--- src/hdl/qio_pkg.sv ---
package qio_pkg;

    // Clock and sample timing
    localparam int CLK_PERIOD_NS = 100;
    localparam int SAMPLE_PERIOD_US = 100;
    localparam int SAMPLE_CYCLES = (SAMPLE_PERIOD_US * 1000) / CLK_PERIOD_NS;
    localparam int OUTPUT_LATENCY_SAMPLES = 2;

    // Power-up offset compensation window, rounded up to whole cycles
    localparam int POWERUP_SETTLE_US = 20000;
    localparam int POWERUP_SETTLE_CYCLES = (POWERUP_SETTLE_US * 1000 + CLK_PERIOD_NS - 1) / CLK_PERIOD_NS;

    // Widths
    localparam int ANGLE_W = 8;
    localparam int TICK_W = 10;
    localparam int ACC_W = 11;
    localparam int SETTLE_W = 18;

    // Quadrature decode of the step position
    localparam int QUAD_A_HI_BIT = 1;
    localparam int QUAD_A_LO_BIT = 0;
    localparam int QUAD_B_BIT = 1;
    localparam logic [ANGLE_W-1:0] INDEX_POS = 8'h00;

    // Reset values
    localparam logic QUAD_RESET = 1'b1;
    localparam logic FLAG_OE_RESET = 1'b0;
    localparam logic FLAG_DRIVE_LEVEL = 1'b0;
    localparam logic [ANGLE_W-1:0] ANGLE_RESET = 8'h00;
    localparam logic [TICK_W-1:0] TICK_RESET = 10'h000;
    localparam logic [ACC_W-1:0] ACC_RESET = 11'h000;
    localparam logic [SETTLE_W-1:0] SETTLE_RESET = 18'h00000;

    typedef enum logic {
        QIO_HOLD,
        QIO_RUN
    } qio_state_type;

endpackage

--- src/hdl/qio_quad_output.sv ---
`timescale 1ns/1ns
//
// Overview of operation
// - Sample the angle every 100 us and refresh outputs once per period.
// - Each sample is presented as angle data within one sample period.
// - Interpolator emits every intermediate step between successive samples.
// - Output lags the sample by a fixed two sample periods.
// - Never add or drop a pulse, whatever the speed.
// - Index lasts one step, A/B high two steps, period four steps.
// - A and B sit a quarter period apart.
// - Index high only while A and B are both low, or with both high during the startup hold.
// - After power-on reset A, B, index stay high until chip select low.
// - With chip select low at power-up, hold high until settle time ends.
// - Field out of range drives both field flags low together.
// - Approaching magnet lowers rising flag only; receding lowers falling flag only.
// - Flags float in normal operation, pulled high externally.
// - Direction bit reverses counting sense of the angle.
module qio_quad_output
    import qio_pkg::*;
#(
    parameter int SETTLE_CYCLES = POWERUP_SETTLE_CYCLES
)
(
    input wire logic clock,
    input wire logic rst_n,
    input wire logic [ANGLE_W-1:0] angle_in,
    input wire logic reverse_direction_bit,
    input wire logic chip_select_n,
    input wire logic field_out_of_range,
    input wire logic field_increasing,
    input wire logic field_decreasing,
    input wire logic field_rising_flag_n_in,
    output logic field_rising_flag_n_out,
    output logic field_rising_flag_n_oe,
    input wire logic field_falling_flag_n_in,
    output logic field_falling_flag_n_out,
    output logic field_falling_flag_n_oe,
    output logic quad_a,
    output logic quad_b,
    output logic quad_index,
    output logic [ANGLE_W-1:0] angle_data,
    output logic angle_data_valid
);

    logic [TICK_W-1:0] tick_cnt_ff;
    logic [TICK_W-1:0] nxt_tick_cnt;
    logic tick;

    logic [SETTLE_W-1:0] settle_cnt_ff;
    logic [SETTLE_W-1:0] nxt_settle_cnt;
    logic settle_done_ff;
    logic nxt_settle_done;

    qio_state_type state_ff;
    qio_state_type nxt_state;

    logic [ANGLE_W-1:0] sample_ff;
    logic [ANGLE_W-1:0] nxt_sample;
    logic [ANGLE_W-1:0] angle_data_ff;
    logic [ANGLE_W-1:0] nxt_angle_data;
    logic angle_valid_ff;
    logic nxt_angle_valid;

    logic [ANGLE_W-1:0] pos_ff;
    logic [ANGLE_W-1:0] nxt_pos;
    logic down_ff;
    logic nxt_down;
    logic [ANGLE_W-1:0] delta;
    logic [ANGLE_W-1:0] step_mag;
    logic step_load;
    logic step;

    logic quad_a_ff;
    logic quad_b_ff;
    logic quad_index_ff;
    logic nxt_quad_a;
    logic nxt_quad_b;
    logic nxt_quad_index;

    logic rising_oe_ff;
    logic falling_oe_ff;
    logic nxt_rising_oe;
    logic nxt_falling_oe;
    logic flag_level_ff;

    // Sample period timebase
    assign tick = (tick_cnt_ff == TICK_W'(SAMPLE_CYCLES - 1));

    always_comb begin
        nxt_tick_cnt = tick ? TICK_RESET : tick_cnt_ff + 1'b1;
    end

    always_ff @(posedge clock) begin
        if (!rst_n) begin
            tick_cnt_ff <= TICK_RESET;
        end else begin
            tick_cnt_ff <= nxt_tick_cnt;
        end
    end

    // Offset compensation window after power-on reset
    always_comb begin
        nxt_settle_cnt = settle_cnt_ff;
        nxt_settle_done = settle_done_ff;
        if (!settle_done_ff) begin
            if (settle_cnt_ff == SETTLE_W'(SETTLE_CYCLES - 1)) begin
                nxt_settle_done = 1'b1;
            end else begin
                nxt_settle_cnt = settle_cnt_ff + 1'b1;
            end
        end
    end

    always_ff @(posedge clock) begin
        if (!rst_n) begin
            settle_cnt_ff <= SETTLE_RESET;
            settle_done_ff <= 1'b0;
        end else begin
            settle_cnt_ff <= nxt_settle_cnt;
            settle_done_ff <= nxt_settle_done;
        end
    end

    // Startup hold; only reset brings it back
    always_comb begin
        nxt_state = state_ff;
        unique case (state_ff)
            QIO_HOLD: begin
                if (!chip_select_n && settle_done_ff) begin
                    nxt_state = QIO_RUN;
                end
            end
            QIO_RUN: begin
                nxt_state = QIO_RUN;
            end
        endcase
    end

    always_ff @(posedge clock) begin
        if (!rst_n) begin
            state_ff <= QIO_HOLD;
        end else begin
            state_ff <= nxt_state;
        end
    end

    // Sampling and angle data
    always_comb begin
        nxt_sample = sample_ff;
        nxt_angle_data = angle_data_ff;
        nxt_angle_valid = 1'b0;
        if (tick) begin
            nxt_sample = reverse_direction_bit ? ANGLE_W'(-angle_in) : angle_in;
            nxt_angle_data = nxt_sample;
            nxt_angle_valid = 1'b1;
        end
    end

    always_ff @(posedge clock) begin
        if (!rst_n) begin
            sample_ff <= ANGLE_RESET;
            angle_data_ff <= ANGLE_RESET;
            angle_valid_ff <= 1'b0;
        end else begin
            sample_ff <= nxt_sample;
            angle_data_ff <= nxt_angle_data;
            angle_valid_ff <= nxt_angle_valid;
        end
    end

    // Position follows the previous sample, so steps land one period later
    always_comb begin
        delta = sample_ff - pos_ff;
        step_mag = delta[ANGLE_W-1] ? ANGLE_W'(-delta) : delta;
        step_load = tick && (state_ff == QIO_RUN);
        nxt_down = down_ff;
        nxt_pos = pos_ff;
        if (state_ff == QIO_HOLD) begin
            // Start from the held sample without stepping through the gap
            nxt_pos = sample_ff;
        end else begin
            if (step_load) begin
                nxt_down = delta[ANGLE_W-1];
            end
            if (step) begin
                nxt_pos = down_ff ? pos_ff - 1'b1 : pos_ff + 1'b1;
            end
        end
    end

    always_ff @(posedge clock) begin
        if (!rst_n) begin
            pos_ff <= ANGLE_RESET;
            down_ff <= 1'b0;
        end else begin
            pos_ff <= nxt_pos;
            down_ff <= nxt_down;
        end
    end

    // Load happens on the tick, so no step of the old period is pending
    qio_stepper u_stepper (
        .clock(clock),
        .rst_n(rst_n),
        .load(step_load),
        .step_count(step_mag),
        .step(step)
    );

    // Quadrature decode of the step position
    always_comb begin
        nxt_quad_a = QUAD_RESET;
        nxt_quad_b = QUAD_RESET;
        nxt_quad_index = QUAD_RESET;
        if (state_ff == QIO_RUN) begin
            nxt_quad_a = pos_ff[QUAD_A_HI_BIT] ^ pos_ff[QUAD_A_LO_BIT];
            nxt_quad_b = pos_ff[QUAD_B_BIT];
            nxt_quad_index = (pos_ff == INDEX_POS);
        end
    end

    always_ff @(posedge clock) begin
        if (!rst_n) begin
            quad_a_ff <= QUAD_RESET;
            quad_b_ff <= QUAD_RESET;
            quad_index_ff <= QUAD_RESET;
        end else begin
            quad_a_ff <= nxt_quad_a;
            quad_b_ff <= nxt_quad_b;
            quad_index_ff <= nxt_quad_index;
        end
    end

    // Field flags; out of range overrides the movement hints
    always_comb begin
        nxt_rising_oe = FLAG_OE_RESET;
        nxt_falling_oe = FLAG_OE_RESET;
        if (field_out_of_range) begin
            nxt_rising_oe = 1'b1;
            nxt_falling_oe = 1'b1;
        end else if (field_increasing && !field_decreasing) begin
            nxt_rising_oe = 1'b1;
        end else if (field_decreasing && !field_increasing) begin
            nxt_falling_oe = 1'b1;
        end
    end

    always_ff @(posedge clock) begin
        if (!rst_n) begin
            rising_oe_ff <= FLAG_OE_RESET;
            falling_oe_ff <= FLAG_OE_RESET;
            flag_level_ff <= FLAG_DRIVE_LEVEL;
        end else begin
            rising_oe_ff <= nxt_rising_oe;
            falling_oe_ff <= nxt_falling_oe;
            flag_level_ff <= FLAG_DRIVE_LEVEL;
        end
    end

    assign quad_a = quad_a_ff;
    assign quad_b = quad_b_ff;
    assign quad_index = quad_index_ff;
    assign angle_data = angle_data_ff;
    assign angle_data_valid = angle_valid_ff;
    assign field_rising_flag_n_out = flag_level_ff;
    assign field_rising_flag_n_oe = rising_oe_ff;
    assign field_falling_flag_n_out = flag_level_ff;
    assign field_falling_flag_n_oe = falling_oe_ff;

endmodule

--- src/hdl/qio_stepper.sv ---
`timescale 1ns/1ns
module qio_stepper
    import qio_pkg::*;
(
    input wire logic clock,
    input wire logic rst_n,
    input wire logic load,
    input wire logic [ANGLE_W-1:0] step_count,
    output logic step
);

    logic [ACC_W-1:0] acc_ff;
    logic [ACC_W-1:0] nxt_acc;
    logic [ANGLE_W-1:0] rate_ff;
    logic [ANGLE_W-1:0] nxt_rate;
    logic step_ff;
    logic nxt_step;
    logic [ACC_W-1:0] acc_sum;

    // Even spreading: exactly rate steps emerge in SAMPLE_CYCLES cycles
    // Preload of two rates lands the last step early enough to settle before the next tick
    always_comb begin
        nxt_rate = rate_ff;
        nxt_acc = acc_ff;
        nxt_step = 1'b0;
        acc_sum = acc_ff + ACC_W'(rate_ff);
        if (load) begin
            nxt_rate = step_count;
            nxt_acc = ACC_W'({step_count, 1'b0});
        end else if (acc_sum >= ACC_W'(SAMPLE_CYCLES)) begin
            nxt_acc = acc_sum - ACC_W'(SAMPLE_CYCLES);
            nxt_step = 1'b1;
        end else begin
            nxt_acc = acc_sum;
        end
    end

    always_ff @(posedge clock) begin
        if (!rst_n) begin
            acc_ff <= ACC_RESET;
            rate_ff <= ANGLE_RESET;
            step_ff <= 1'b0;
        end else begin
            acc_ff <= nxt_acc;
            rate_ff <= nxt_rate;
            step_ff <= nxt_step;
        end
    end

    assign step = step_ff;

endmodule

--- config.mk ---
export PLATFORM = sky130hd
export DESIGN_NAME = qio_quad_output
export DESIGN_NICKNAME = d
export VERILOG_FILES = /design/src/hdl/qio_pkg.sv /design/src/hdl/qio_quad_output.sv /design/src/hdl/qio_stepper.sv
export SDC_FILE = /design/constraint.sdc
export NUM_CORES = 1
export LEC_CHECK = 0
export BUFFER_PORTS_ARGS = -buffer_cell sky130_fd_sc_hd__buf_2
export CAP_MARGIN = 20
export CORE_MARGIN = 5
export CORE_UTILIZATION = 52
export DETAILED_ROUTE_END_ITERATION = 10
export PLACE_DENSITY = 0.74
export SLEW_MARGIN = 30
export SYNTH_ARGS = -nofsm -noshare
export SYNTH_HDL_FRONTEND = slang
export SYNTH_SLANG_ARGS = --single-unit
--- constraint.sdc ---
create_clock -name clock -period 4.09 [get_ports clock]
set_input_delay 0 -clock clock [delete_from_list [all_inputs] [get_ports clock]]
set_output_delay 0 -clock clock [all_outputs]
set_load 0.01 [all_outputs]
==> impl_metrics.json <==
{
  "crit_chain": "ha_1 > fa_1 > a21o_2 > a2111oi_0 > xnor2_1 > nand2_1 > or3_2 > o21ai_4 > mux2_4 > o22ai_2",
  "worstPathRequired_ps": 4350,
  "slowest_stage": "a2111oi_0",
  "synth_cell_types": 68,
  "clkSlewWorstSetupHoldPaths_ps": 80,
  "cts_made_buffers": 9,
  "remaining_drc_errors": 0,
  "crit_type": "reg2reg",
  "synth_top_flop_cell": "dfxtp_1",
  "r2r_cells": 10,
  "ys_ff_latch": 73,
  "synthAdderAreaFrac": 0.0919,
  "post_dp_cell_area_um2": 4550,
  "wire_per_inst_um": 13.9,
  "diodes": 0,
  "rows": 33,
  "worstSetupEndpoint": "u_stepper.acc_ff[4]",
  "cts_max_path_buffers": 2,
  "max_stage_delay_ps": 490,
  "drt_pass1_iterations": 4,
  "antenna_found_initial": 0,
  "syn_avg_cell_area_um2": 8.36,
  "coreArea_um2": 8180,
  "nets": 603,
  "grt_pass1_wl_mm": 16.2,
  "dp_hpwl_mm": 6.77,
  "cp-end-kind": "flop",
  "synth_top_family_by_area": "simple AND/OR/NAND/NOR gates",
  "startpoint_type": "flop",
  "fin_crit_ps": 3350,
  "crit_buf_inv": 0,
  "status": "finished, final reports clean",
  "die_h_um": 101,
  "final_cell_mix": "73 x dfxtp_1, 54 x nor2_1, 54 x nand2_1",
  "wl_mm": 9.27,
  "numPortBuffers": 28,
  "total_power_uw": 1360,
  "crit_cells": 10,
  "drv_slew": 0,
  "num_vias": 3752,
  "design_area_um2": 4880,
  "powerDensity_nw_per_um2": 279,
  "crit_family": "compound AO/OA/AOI/OAI gates",
  "fin_skew_ps": 9.41,
  "synth_area_um2": 4330,
  "insertion_delay_ps": 350,
  "peakVddDrop_mv": 0.223,
  "crit_fanout": 5,
  "max-cap-violations": 0,
  "grt_overflow": 0,
  "finalSetupTns_ps": 0,
  "muxShareOfSynthArea": 0.0231,
  "rsz0062_at_grt": "false",
  "ios": 33,
  "arrival_ps": 3610,
  "fillers": 727,
  "synth_warnings": 0,
  "grt_use_total": 0.191,
  "grt_pass1_vias": 3616,
  "post_synth_xor_area_fraction": 0.119,
  "final-setup-viol-count": 0,
  "layout_commonest_cell": "dfxtp_1",
  "drive_gt1_frac": 0.116,
  "area_delta_synth_final_pct": 12.7,
  "crit_start": "u_stepper.rate_ff[0]",
  "die_area_um2": 10200,
  "place_congestion": 0.840,
  "clock-root-buffer": "clkbuf_8",
  "whs_ps": 59.6,
  "synth_edf_count": 0,
  "worstReg2RegEnd": "u_stepper.acc_ff[4]",
  "htree_num_levels": 3,
  "synth_simple_gate_area_frac": 0.225,
  "timing.fmax_mhz": 298,
  "reg2reg_from": "u_stepper.rate_ff[0]",
  "slew_headroom": 0.475,
  "initial_utilization": 0.529,
  "async_flop_share": 0,
  "hold_viol": 0,
  "drtIter0Drc": 159,
  "synth-compound-area-share": 0.165,
  "seq_area_frac_synth": 0.338,
  "worst_hold_path_type": "in2reg",
  "cts_tree": "done",
  "fin_crit_sh": 0.820,
  "worst_slew_pin_slew_ps": 782,
  "power.leakage_uw": 0.00191,
  "clkSinkCount": 73,
  "rrSetupSlack_ps": 740,
  "ant_nets": 0,
  "die-width_um": 101,
  "synthCells": 518,
  "vias_per_cell": 5.64,
  "grt_max_degree": 40
}
-- power by group --
part           total (uW)  internal, uW  switching, uW
sequential            722           717           5.34
clock                 578           313            265
combinational        59.5          27.3           32.2
-- what timing repair did --
action	4_1_cts	5_1_grt
setup buffers	0	0
gates resized for setup	0	0
hold buffers	12	0
hold endpoints to repair	11	0
-- layer usage --
metal	vias up	share of wire	track usage
met5	-	0	0
met4	0	0.023	0.0685
met3	23	0.049	0.0413
met2	96	0.47	0.315
met1	1733	0.46	0.247
li1	1900	-	-
-- worst min-delay path by stage --
stage | cells past startpoint | startpoint | slack [ps] | end
after floorplan | 2 | field_out_of_range | 120 | field_falling_flag_n_oe
after global placement | 3 | field_out_of_range | 220 | field_rising_flag_n_oe
after detailed placement | 3 | field_out_of_range | 240 | field_falling_flag_n_oe
after CTS | 4 | angle_in[6] | 40 | angle_data[6]
after global routing | 4 | reverse_direction_bit | 80 | angle_data[1]
final | 4 | angle_in[6] | 60 | angle_data[6]
-- worst register-to-register path: stages, from the launching register on --
cell and delay (ps):
dfxtp_1 320, ha_1 220, fa_1 420, a21o_2 220, a2111oi_0 490, xnor2_1 290, nand2_1 140, or3_2 480
o21ai_4 230, mux2_4 330, o22ai_2 130
-- cell type report --
cell class | count | area (um2) | share of cell area
clock buffer | 11 | 151 | 0.0310
clock inverter | 4 | 52.6 | 0.0108
inverter | 25 | 93.8 | 0.0192
multi-input combinational | 405 | 2710 | 0.556
sequential | 73 | 1460 | 0.300
tap | 105 | 131 | 0.0269
timing repair buffer | 42 | 275 | 0.0564
-- kinds of logic after synthesis --
family	after synthesis
and+or+nand+nor	199
AOI/OAI and AO/OA	108
DFF	73
xor gates and xnor gates	58
buffers and inverters	41
adders and majority gates	30
muxes	8
other	1
-- state kept, by name (all words and copies together) (netlist names), 8 cells and up --
register and flops:
pos_ff 8, u_stepper.acc_ff 11, settle_cnt_ff 18, tick_cnt_ff 10, u_stepper.rate_ff 8, angle_data 8
-- stage by stage --
step / setup slack, ps / instances / utilization
after floorplan: 1040 / 519 / -
after global placement: 842 / 638 / 0.557
after detailed placement: 794 / 638 / 0.557
after CTS: 753 / 665 / 0.597
after global routing: 523 / 665 / 0.597
final: 738 / 665 / 0.597
-- cells in the mapped netlist (6+ instances only) --
| cell type | n | share of area |
|---|---|---|
| nand4_1 | 6 | 0.0087 |
| dfxtp_1 | 73 | 0.34 |
| clkbuf_1 | 13 | 0.011 |
| ha_1 | 27 | 0.078 |
| nor3_1 | 10 | 0.012 |
| inv_1 | 25 | 0.022 |
| nand2_1 | 54 | 0.047 |
| a211oi_1 | 9 | 0.016 |
| xnor2_1 | 31 | 0.063 |
| nand3_1 | 15 | 0.017 |
| nor4_1 | 11 | 0.016 |
| xor2_1 | 26 | 0.053 |
| o21ai_0 | 25 | 0.029 |
| and3_1 | 12 | 0.017 |
| or3_1 | 8 | 0.012 |
| a21oi_1 | 31 | 0.036 |
| nor2_1 | 54 | 0.047 |
(Power assumes the default switching activity.)
